===== src/inc/phycfg_consts.vh =====
// Offsets, field positions and reset values of the primary setup register
`ifndef PHYCFG_CONSTS_VH
`define PHYCFG_CONSTS_VH
`define PHYCFG_ADDR_SETUP        5'h12
`define PHYCFG_BIT_ROLE          15
`define PHYCFG_BIT_SELFGOV       14
`define PHYCFG_BIT_CABLE         13
`define PHYCFG_BIT_RSVD          12
`define PHYCFG_TXAMP_HI          11
`define PHYCFG_TXAMP_LO          10
`define PHYCFG_HOSTIF_HI         9
`define PHYCFG_HOSTIF_LO         8
`define PHYCFG_BIT_DRIVE         7
`define PHYCFG_BIT_DOZEHS        6
`define PHYCFG_IND_HI            5
`define PHYCFG_IND_LO            4
`define PHYCFG_BIT_INDEN         3
`define PHYCFG_BIT_WAKETHR       2
`define PHYCFG_BIT_SELFPWD       1
`define PHYCFG_BIT_LPSDOZE       0
`define PHYCFG_RST_TXAMP         2'h2
`define PHYCFG_RST_IND           2'h1
`define PHYCFG_RST_LPSDOZE       1'h1
`define PHYCFG_HOSTIF_MII        2'h0
`define PHYCFG_HOSTIF_RMII_REF   2'h1
`define PHYCFG_HOSTIF_RMII_XTAL  2'h2
`define PHYCFG_HOSTIF_REVMII     2'h3
`define PHYCFG_IND_LINK          2'h0
`define PHYCFG_IND_RECV          2'h1
`define PHYCFG_IND_SYMERR        2'h2
`define PHYCFG_IND_CRS           2'h3
`endif


===== src/phycfg_setup_reg.v =====
// Primary setup register of the single-pair PHY with its decoded controls
// Notes on behaviour
// - Bit 15 sets role: 0 slave, 1 master.
// - Role, self-governing bit and host interface field load from straps on the first clock after reset release.
// - Field 9:8: MII, RMII with 50 MHz reference, RMII from 25 MHz crystal, reverse MII.
// - Bit 7 picks driver strength: 0 standard (reset), 1 reduced.
// - Bit 6 set: partner confirmation required before sleep; reset 0.
// - Field 5:4 picks indicator source: link, receive (reset), symbol error, carrier sense.
// - Bit 3 set enables indicator, disables wake input; reset 0 the reverse.
// - Wake input accepted only in Sleep, Sleep Request, Standby with indicator off.
// - Bit 2 picks wake threshold: 0 absolute (reset), 1 supply-ratiometric.
// - Bit 0 set (reset) enables automatic Normal to Sleep Request on LPS.
// - Writes take effect only while configuration access enable is set.
`timescale 1ns/100ps
`include "phycfg_consts.vh"
module phycfg_setup_reg (
  // Clock and reset
  input  wire        mclk,
  input  wire        arst_n,
  // Strap pins, held steady around reset release
  input  wire        strapRole,
  input  wire        strapSelfGov,
  input  wire [1:0]  strapHostIf,
  // Register access from the management interface
  input  wire [4:0]  regAddr,
  input  wire        regWrite,
  input  wire [15:0] regWdata,
  output reg  [15:0] regRdata,
  input  wire        configAccessEn,
  // Power mode state indications
  input  wire        modeSleep,
  input  wire        modeSleepReq,
  input  wire        modeStandby,
  // Indicator sources and wake pad
  input  wire        linkUp,
  input  wire        frameReceivingFlag,
  input  wire        symbolError,
  input  wire        carrierSense,
  input  wire        wakePadIn,
  // Decoded controls
  output wire        roleMaster,
  output wire        selfGoverningOperation,
  output wire        cableLong,
  output wire [1:0]  txAmplitude,
  output wire [1:0]  hostIfMode,
  output wire        rmiiRefClkUsed,
  output wire        driveReduced,
  output wire        partnerDozeHandshake,
  output wire [1:0]  indicatorSourceSelect,
  output wire        indicatorPinEnable,
  output wire        wakeRatiometric,
  output wire        selfPowerDown,
  output wire        lowPowerSymbolDozeEntry,
  // Pad results
  output reg         indicatorOut,
  output reg         localWake
);


  // Widths of the stored word and of the indicator source set
  localparam integer REG_W = 16;
  localparam integer SRC_N = 4;

  // Strap-loaded fields read 0 in reset and fill on the first clock after release
  localparam [REG_W-1:0] RESET_IMAGE = {
    2'b00,
    1'b0,
    1'b0,
    `PHYCFG_RST_TXAMP,
    2'b00,
    1'b0,
    1'b0,
    `PHYCFG_RST_IND,
    1'b0,
    1'b0,
    1'b0,
    `PHYCFG_RST_LPSDOZE
  };

  // Same decode serves the write path and the read mux
  function addrHit;
    input [4:0] addr;
    begin
      addrHit = (addr == `PHYCFG_ADDR_SETUP);
    end
  endfunction

  reg  [REG_W-1:0] setup_q;
  reg  [REG_W-1:0] setup_d;
  reg  [REG_W-1:0] strapImage;
  reg              strapDone_q;
  wire             writeHit;
  wire             readHit;
  wire             writeTake;

  assign writeHit = addrHit(regAddr);
  assign readHit  = addrHit(regAddr);

  // A write on the strap capture edge is lost, never merged with the straps
  assign writeTake = regWrite & writeHit & configAccessEn & strapDone_q;

  // Straps laid over the current word
  always @*
  begin
    strapImage                                      = setup_q;
    strapImage[`PHYCFG_BIT_ROLE]                    = strapRole;
    strapImage[`PHYCFG_BIT_SELFGOV]                 = strapSelfGov;
    strapImage[`PHYCFG_HOSTIF_HI:`PHYCFG_HOSTIF_LO] = strapHostIf;
  end

  always @*
  begin
    setup_d = setup_q;
    if (!strapDone_q)
    begin
      // Straps caught on a clock, so the async branch stays constant
      setup_d = strapImage;
    end
    else if (writeTake)
    begin
      // Whole word taken; reserved bit kept as written
      setup_d = regWdata;
    end
  end

  always @(posedge mclk or negedge arst_n)
  begin
    if (!arst_n)
    begin
      strapDone_q <= 1'b0;
    end
    else
    begin
      strapDone_q <= 1'b1;
    end
  end

  always @(posedge mclk or negedge arst_n)
  begin
    if (!arst_n)
    begin
      setup_q <= RESET_IMAGE;
    end
    else
    begin
      setup_q <= setup_d;
    end
  end

  always @*
  begin
    if (readHit)
    begin
      regRdata = setup_q;
    end
    else
    begin
      regRdata = 16'h0000;
    end
  end

  assign roleMaster              = setup_q[`PHYCFG_BIT_ROLE];
  assign selfGoverningOperation  = setup_q[`PHYCFG_BIT_SELFGOV];
  assign cableLong               = setup_q[`PHYCFG_BIT_CABLE];
  assign txAmplitude             = setup_q[`PHYCFG_TXAMP_HI:`PHYCFG_TXAMP_LO];
  assign hostIfMode              = setup_q[`PHYCFG_HOSTIF_HI:`PHYCFG_HOSTIF_LO];
  assign rmiiRefClkUsed          = (hostIfMode == `PHYCFG_HOSTIF_RMII_REF);
  assign driveReduced            = setup_q[`PHYCFG_BIT_DRIVE];
  assign partnerDozeHandshake    = setup_q[`PHYCFG_BIT_DOZEHS];
  assign indicatorSourceSelect   = setup_q[`PHYCFG_IND_HI:`PHYCFG_IND_LO];
  assign indicatorPinEnable      = setup_q[`PHYCFG_BIT_INDEN];
  assign wakeRatiometric         = setup_q[`PHYCFG_BIT_WAKETHR];
  assign selfPowerDown           = setup_q[`PHYCFG_BIT_SELFPWD];
  assign lowPowerSymbolDozeEntry = setup_q[`PHYCFG_BIT_LPSDOZE];

  // Indicator source set in code order
  wire [SRC_N-1:0] srcVec;
  wire [SRC_N-1:0] srcOneHot;
  wire [SRC_N-1:0] srcGated;
  wire             wakeWindow;
  wire             indicatorOut_d;
  wire             localWake_d;

  assign srcVec    = {carrierSense, symbolError, frameReceivingFlag, linkUp};
  assign srcOneHot = 4'h1 << indicatorSourceSelect;

  genvar k;
  generate
    for (k = 0; k < SRC_N; k = k + 1)
    begin : gSrc
      assign srcGated[k] = srcOneHot[k] & srcVec[k];
    end
  endgenerate

  // Shared pin: indicator and wake input are never live together
  assign indicatorOut_d = indicatorPinEnable & (|srcGated);
  assign wakeWindow     = modeSleep | modeSleepReq | modeStandby;
  assign localWake_d    = wakePadIn & ~indicatorPinEnable & wakeWindow;

  // Registered pad outputs; one cycle of latency is harmless at pad speeds
  always @(posedge mclk or negedge arst_n)
  begin
    if (!arst_n)
    begin
      indicatorOut <= 1'b0;
    end
    else
    begin
      indicatorOut <= indicatorOut_d;
    end
  end

  always @(posedge mclk or negedge arst_n)
  begin
    if (!arst_n)
    begin
      localWake <= 1'b0;
    end
    else
    begin
      localWake <= localWake_d;
    end
  end

endmodule // phycfg_setup_reg


===== config.mk =====
export PLATFORM = sky130hd
export DESIGN_NAME = phycfg_setup_reg
export DESIGN_NICKNAME = d
export VERILOG_FILES = /design/src/phycfg_setup_reg.v
export VERILOG_INCLUDE_DIRS = /design/src /design/src/inc
export SDC_FILE = /design/constraint.sdc
export NUM_CORES = 1
export LEC_CHECK = 0
export BUFFER_PORTS_ARGS = -buffer_cell sky130_fd_sc_hd__buf_2
export CORE_ASPECT_RATIO = 1.4
export CORE_MARGIN = 2
export CORE_UTILIZATION = 35
export DETAILED_ROUTE_END_ITERATION = 16
export PLACE_DENSITY = 0.8
export SYNTH_ARGS = -nofsm -noshare
export SYNTH_HDL_FRONTEND = slang
export SYNTH_SLANG_ARGS = --single-unit

===== constraint.sdc =====
create_clock -name mclk -period 1.4 [get_ports mclk]
set_clock_uncertainty 0.2 [all_clocks]
set_input_delay 0.07 -clock mclk [delete_from_list [all_inputs] [get_ports mclk]]
set_output_delay 0.07 -clock mclk [all_outputs]
set_load 0.1 [all_outputs]

; ---- Word level (Yosys, flattened, before mapping)
; Cells that the tools add are included.
[word_totals]
register_bits = 19
inputBits = 37
out_inout_bits = 34
word_cells = 27
[op_classes]
n_eq_ne = 3
shift = 1
n_mux = 3
bitwise_logic = 13
reduce_logical = 2
[op_table]
columns = operator, count
row1 = two-way mux 16 bit, 3
row2 = AND 1 bit, 10
row3 = == test 5 bit (second input constant), 1
row4 = OR reduction 4 bit, 1
row5 = left shift 1 x 2 -> 4 bit (first input constant), 1
row6 = == test 2 x 1 -> 1 bit (second input constant), 1
row7 = != test 2 x 1 -> 1 bit (second input constant), 1
row8 = bitwise OR 1 bit, 2
row9 = AND reduction 2 bit, 1
row10 = NOT 1 bit, 1

; ---- Longest topological paths before layout
; Gate-level depths: netlist of run 1.
[logic_depth]
depth_word = 6
ltp_mapped = 4
mapped_depth_nobuf = 3

; ---- Least setup slack after synthesis of run 1
; No wires, ideal clock.
[synth_timing]
path_kind = flip-flop to output port
start = register setup_q[3]
end = output regRdata[3]
arrival_time_ns = 1.807
required_time_ns = 1.130
path_slack_ns = -0.677
stages_incl_launch_ff = 2
path_buffers = 0
path_cell_list = dfrtp_1 and2_1
[synth_via]
elab_chain_len = 1
[synth_lines]
columns = item, line
row1 = "start, declared", phycfg_setup_reg.v:88  ; reg [REG_W-1:0] setup_q;
row2 = "start signal, assigned", phycfg_setup_reg.v:146  ; setup_q <= setup_d;
row3 = two-way mux 16 bit, phycfg_setup_reg.v:152  ; if (readHit)
row4 = "end, declared", phycfg_setup_reg.v:28  ; output reg [15:0] regRdata,
; No other way between the ends.

; ---- Final worst setup path of run 1
[layout_timing]
start = register setup_q[4]
end = register indicatorOut
[layout_via]
elab_chain_len = 4
elab_cells_between_ends = 7
cone_classes = shift (1) / bitwise (5) / reduce/logical (1)
[layout_lines]
columns = item, line
row1 = left shift 1 x 2 -> 4 bit *, phycfg_setup_reg.v:185  ; assign srcOneHot = 4'h1 << indicatorSourceSelect;
row2 = AND 1 bit, phycfg_setup_reg.v:191  ; assign srcGated[k] = srcOneHot[k] & srcVec[k];
row3 = OR reduction 4 bit *, phycfg_setup_reg.v:196  ; assign indicatorOut_d = indicatorPinEnable & (|srcGated);
row4 = AND 1 bit *, phycfg_setup_reg.v:196
row5 = via indicatorOut_d, phycfg_setup_reg.v:181  ; wire indicatorOut_d;
row6 = "end signal, assigned", phycfg_setup_reg.v:209  ; indicatorOut <= indicatorOut_d;
row7 = "end, declared", phycfg_setup_reg.v:55  ; output reg indicatorOut,
; Mark *: on every way through the listed nets, which the timed path passes. The rest lies on a longest branch.
; A chain may end at the register's enable or synchronous reset.

==> results by group, run 1 <==
Outcome
  • Status: finished with violations
  • Failing checks: hold timing, setup timing

Clock network
  • Clk slew on worst S/H paths: 0.07 ns
  • Clock Sinks: 19
  • Number of buffers created by CTS: 3
  • Root buf cell: clkbuf_8
  • H-Tree Depth: 1
  • Clk Latency, worst-skew pair: 0.26 ns
  • Clock buffer depth: 2
  • TritonCTS clock tree: yes

Logic synthesis
  • Register bit total from synthesis: 19
  • Synth warn: 0
  • Post-synth top area cell: dfrtp_1
  • Unique masters post-synth: 23
  • Synth Cell Area: just over 1000 µm²
  • Sequential element share of the synthesized area: between 40% and 50%
  • Synth Instances: 84
  • Post-synth net total: 121
  • Top-area cell type share of the netlist area: 39.6%
  • Top cells by area, synth: dfrtp_1, mux2_4, and2_1, dfstp_2, buf_4
  • Syn_area_per_cell: 12.1 µm²

Setup path
  • WP data required: approximately 1.4 ns
  • Reg2reg start: setup_q[4]
  • Critical Path Start: setup_q[4]
  • Crit-path max cell delay: roughly 0.55 ns
  • R2r setup slk: -0.13 ns
  • Critical-path top delay cell: dfstp_2
  • Crit path max fanout: 2
  • Cells on worst reg2reg path: 2
  • CP Data Arrival Time: 1.48 ns
  • WS Path Type: register to register
  • R2R Path End: indicatorOut
  • Worst setup SP type: register
  • Setup crit end kind: register
  • Crit path cell chain: mux4_2, and2_4
  • CP Capture Point: indicatorOut

Global routing
  • Congestion Overflow GR: 0
  • Most used routing layer: met2
  • Met3 usage: 7.74%
  • First-pass GRT wire length: 5440 µm
  • Grt met2 use: 40.4%
  • Vias in the first global route: 1,079
  • Tot GR Track Use: 22.6%
  • Largest net degree at the start of global routing: 20
  • Initial antenna violation count: 0
  • Met1 GRT Util: 23.4%

Detailed routing
  • Via count: 1,045
  • Drt wl/cell: approximately 16 µm
  • TritonRoute pass-1 iters: 4
  • Detailed Route WL: roughly 3600 µm
  • Iteration-0 DRC Markers: 5
  • # DRC: 0
  • Vias per inst: 4.75
  • Final ANT Viol Nets: 0

Worst hold path
  • Worst Hold Class: input port to register

Layout
  • Utilization after layout: 75.8%
  • Most frequent cells in the layout: buf_2, buf_12, dlygate4sd3_1, and2_4
  • Share of layout cells above drive strength 1: 71.6%
  • # diodes: 0
  • Final net count: between 200 and 250
  • Commonest non-fill, non-tap cell in the layout: buf_2
  • Fill cell count: around 180
  • Layout area overhead: 111%

Place
  • Post-DP HPWL: 2360 µm
  • Placer congestion estimate: 0.737
  • PortBufs: 70

Flow run
  • Max cap viols: 0

STA
  • Tcrit/Tclk final: 109%
  • Final min period: approximately 1.5 ns
  • Sum Neg Setup Slack: -0.339 ns
  • Worst Hold Slack: -0.00728 ns
  • Endpoints failing setup: 5
  • Max Freq: approximately 650 MHz
  • Count of final hold-check violations: 1
  • Slew Limit Fails: 0
  • Final setup margin: -0.128 ns
  • RSZ-0062 raised after global routing: yes

Power
  • P per Cell Area: 816 nW/µm²
  • Leakage Power: 1.02 nW
  • Maximum VDD drop: 0.736 mV

Floorplan
  • IO Pins: 71
  • Die width: 49.5 µm
  • Chip Height: between 60 and 70 µm
  • Initial core utilization: 35.9%
  • Core Box Area: between 2000 and 3000 µm²
  • Num rows: 23
  • Die area: 3340 µm²
## critical path, delay by kind of cell (launching register included)
family / cells / cell delay (ns)
DFF: 1 / 0.55
muxes: 1 / 0.52
and+or+nand+nor: 1 / 0.16
## flip-flops by register name (all words and copies together) (netlist names)
name	flops
indicatorOut	1
localWake	1
setup_q	16
strapDone_q	1
## synth_stat cells
master,n
dfrtp_1,16
mux2_4,10
dfstp_2,3
conb_1,1
nor3_4,1
clkbuf_2,2
o21ai_0,4
nand4_1,1
nor3b_1,1
nand3_1,4
nor2_1,4
a31oi_1,4
mux4_2,1
and4_1,1
and3_2,1
or3_1,1
buf_4,6
nor2b_1,1
mux2_2,2
buf_6,1
nand3_4,1
nor3_1,1
and2_1,17
## power breakdown
part / internal [mW] / switching [mW] / leakage, nW
registers: 0.604 / 0.0469 / 0.224
logic: 0.267 / 0.453 / 0.775
clock network: 0.202 / 0.171 / 0.0228
total: 1.07 / 0.671 / 1.02
## stage by stage
| stage | total power, mW | setup slack (ns) | cells | cell area, µm² | hold WS [ns] |
|---|---|---|---|---|---|
| 5_1_grt | 1.81 | -0.149 | 220 | 2140 | 0.0534 |
| 4_1_cts | 1.74 | -0.124 | 218 | 2120 | 0.00264 |
| 2_1_floorplan | 1.08 | -0.145 | 84 | 1060 | -0.426 |
| 3_3_place_gp | 1.27 | -0.0683 | 186 | 1790 | -0.181 |
| 6_report | 1.75 | -0.128 | 220 | 2140 | -0.00728 |
| 3_5_place_dp | 1.29 | -0.120 | 186 | 1790 | -0.174 |
## routing by layer
layer	part of all wire, %	up-vias
met3	8.7	8
met2	50	61
li1	-	484
met4	2.7	0
met5	0	-
met1	38	492
## area by class of cell
type	count	area, µm²	area share [%]
clock buffers	4	45.0	2.11
multi-input cells	57	524	24.5
flip-flops and latches	19	495	23.2
well taps	37	46.3	2.17
repair buffers	103	1030	48.0
## worst min-delay path by stage
stage,startpoint,slack [ns],cells after the start,end
floorplan,arst_n,-0.43,0,indicatorOut
detailed placement,arst_n,-0.17,1,localWake
CTS,modeSleep,0.003,3,localWake
global placement,arst_n,-0.18,1,setup_q[10]
global route,modeSleep,0.05,3,localWake
finish,modeSleep,-0.007,3,localWake
## kinds of logic (layout without fill, tap and decap cells)
group	after synthesis	after routing	synth area share, %
other cells	1	1	0.370
mux	13	13	19.3
compound gates	8	8	4.45
simple gates	34	35	22.0
flops	19	19	47.3
buf+inv	9	107	6.55
## what timing repair did
action / CTS / global route
setup buffers: 5 / 1
hold buffers: 23 / 0
gates resized for setup: 5 / 4
pin swaps: 1 / 1
hold endpoints to repair: 36 / 0
cloned: 0 / 1
endpoints found under the setup margin: 17 / 12
Note: power is estimated with default switching activity, not from simulation.
==> run 2, diff against run 1 <==
ABC_AREA = 1   (was unset)
HOLD_SLACK_MARGIN = 0.15   (was unset)
PLACE_DENSITY = 0.78   (was 0.8)
==> run 2 against run 1 <==
The flow finishes with violations (setup timing). Critical path depth up 1. First-iteration DRC count increased to 7.6 times the previous value. Cell count grew 29%. Critical path type is now register to output pin.
==> results by group, run 2 <==
Power
  • Maximum VDD drop: 0.746 mV
  • Net Sw Frac: 41.2%
  • P per Cell Area: 766 nW/µm²
  • Clock Power Share: 21.2%
  • Sequential Power Share: 34.8%
  • Leakage Power: 1.12 nW
  • Cell Int Power: 1.12 mW
  • Comb pwr share: 44.0%
  • Net Sw Power: 0.783 mW

Place
  • PortBufs: 70
  • Placed insts: 240
  • Cell Area, Placed: between 2000 and 2500 µm²
  • Pre-CTS WS: -0.0106 ns
  • Post-DP HPWL: 2270 µm
  • Placer congestion estimate: between 0.7 and 0.8

STA
  • RSZ-0062 raised after global routing: yes
  • Final setup margin: -0.0855 ns
  • Final min period: 1.49 ns
  • Endpoints failing setup: 4
  • Slew Limit Fails: 0
  • Worst Hold Slack: 0.0833 ns
  • Tcrit/Tclk final: 106%
  • Count of final hold-check violations: 0
  • Sum Neg Setup Slack: -0.218 ns
  • Max Freq: just under 700 MHz

Detailed routing
  • Iteration-0 DRC Markers: 38
  • Met3 Wirelength: 175 µm
  • Vias per inst: 4.58
  • WL met2: 2550 µm
  • TritonRoute pass-1 iters: 4
  • # DRC: 0
  • M1 WL: 1410 µm
  • Final ANT Viol Nets: 0
  • Via count: ~1.3k
  • Detailed Route WL: 4270 µm
  • Drt wl/cell: 15.0 µm
  • DR top layer: met4

Setup path
  • Critical-path top delay cell: dfstp_4
  • WS Path Type: register to output pin
  • Critical Path Start: setup_q[0]
  • CP Data Arrival Time: 1.22 ns
  • Crit-path max cell delay: 0.63 ns
  • Setup crit end kind: output pin
  • Worst setup SP type: register
  • Reg2reg start: setup_q[4]
  • Crit path cell chain: inv_2, nor2_4, buf_12
  • WP data required: 1.13 ns
  • Crit path max fanout: 2

Logic synthesis
  • Synth Instances: 139
  • Unique masters post-synth: 20
  • Top-area cell type share of the netlist area: 36.6%
  • EDFF count, synth: 0
  • Synth top cells by count: inv_1, nor2_1, nand2_1
  • Post-synth net total: around 180
  • Sequential element share of the synthesized area: 43.8%
  • Count leader, synth: inv_1
  • Top FF cell, synth: dfrtp_1
  • Register bit total from synthesis: 19
  • Synth Cell Area: 1090 µm²
  • Synth async-reset ratio: 100%
  • Post-synth top area cell: dfrtp_1
  • Syn_area_per_cell: 7.87 µm²
  • Synth warn: 0
  • Top cells by area, synth: dfrtp_1, inv_1, o21ai_2, nor2_1, dfstp_2

Layout
  • Area occupied by multi-input gates: ~550 µm²
  • Share of layout cells above drive strength 1: 58.8%
  • Final net count: 283
  • Most frequent cells in the layout: buf_2, dlygate4sd3_1, buf_12, inv_1, nor2_4
  • # diodes: 0
  • Layout area overhead: 127%
  • FF/Latch Area: between 500 and 600 µm²
  • Max FFs per register: 16
  • Commonest non-fill, non-tap cell in the layout: buf_2
  • Most flops, register: setup_q
  • Final non-filler cell total: 284
  • Fill cell count: 164
  • Final instance area: 2480 µm²

Global routing
  • Largest net degree at the start of global routing: 25
  • First-pass GRT wire length: roughly 6300 µm
  • Initial antenna violation count: 0
  • Vias in the first global route: 1,386
  • Tot GR Track Use: 24.2%
  • Congestion Overflow GR: 0

Clock network
  • Clock Sinks: 19
  • Root buf cell: clkbuf_8
  • Number of buffers created by CTS: 3
  • Clk slew on worst S/H paths: 0.08 ns
  • TritonCTS clock tree: yes
  • H-Tree Depth: 1
  • Hold Buf Count CTS: 32
  • Clock buffer depth: 2
  • Clk Latency, worst-skew pair: 0.25 ns

Floorplan
  • Die area: 3590 µm²
  • Die width: 51.2 µm
  • Num rows: 24
  • Core Box Area: 3060 µm²
  • Initial core utilization: 35.7%
  • Chip Height: 70.1 µm
  • IO Pins: 71

Worst hold path
  • Worst Hold Class: input port to async pin

Flow run
  • Max cap viols: 0

Outcome
  • Failing checks: setup timing
  • Status: finished with violations
run 2: worst max-delay path, delay by kind of cell (launching register included):
kind          cells  cell delay (ns)
buf+inv           2             0.22
simple gates      1             0.09
flops             1             0.63
run 2: timing repair:
action	in CTS	in global routing
gates resized for setup	4	4
pin swaps	1	4
hold endpoints to repair	37	16
setup buffers	3	5
setup endpoints to repair	5	8
cloned	0	0
run 2: worst paths after layout:
path	endpoint	slack (ns)	depth (start not counted)
max reg2reg	indicatorOut	-0.03	4
max	regRdata[0]	-0.09	3
max in group asynchronous	setup_q[6]	0.56	2
min in group mclk	setup_q[9]	0.16	7
min reg2reg	setup_q[12]	0.29	2
min	localWake	0.08	2
run 2: kinds of logic (layout without fill, tap and decap cells):
group | count (synthesis) | after routing | synth area share [%]
DFF | 19 | 19 | 43.8
AOI/OAI and AO/OA | 14 | 14 | 10.6
other | 1 | 1 | 0.343
buffers and inverters | 45 | 151 | 19.1
and+or+nand+nor | 60 | 60 | 26.1
run 2: final cells by class:
type / count / area share [%]
Clock buffer: 3 / 1.66
Clock inverter: 1 / 0.202
Inverter: 35 / 5.70
Multi-Input combinational cell: 75 / 22.1
Sequential cell: 19 / 20.7
Tap cell: 39 / 1.97
Timing Repair Buffer: 112 / 47.7
run 2: stage by stage:
stage / util (%) / power (mW)
detailed placement: 66.7 / 1.38
global route: 81.0 / 1.97
finish: 81.0 / 1.90
floorplan: - / 1.15
global placement: 66.7 / 1.37
CTS: 79.5 / 1.85
run 2: per-layer routing:
metal | vias up | global-route usage (%)
met4 | 0 | 10.8
li1 | 621 | -
met3 | 11 | 2.99
met5 | - | 0
met2 | 57 | 47.6
met1 | 613 | 23.7
run 2: power by group through the flow:
stage | Clock (mW) | Combinational (mW) | Sequential [mW]
floorplan | 0 | 0.307 | 0.839
global placement | 0 | 0.694 | 0.678
detailed placement | 0 | 0.706 | 0.679
CTS | 0.388 | 0.794 | 0.663
global route | 0.437 | 0.872 | 0.666
finish | 0.403 | 0.837 | 0.661
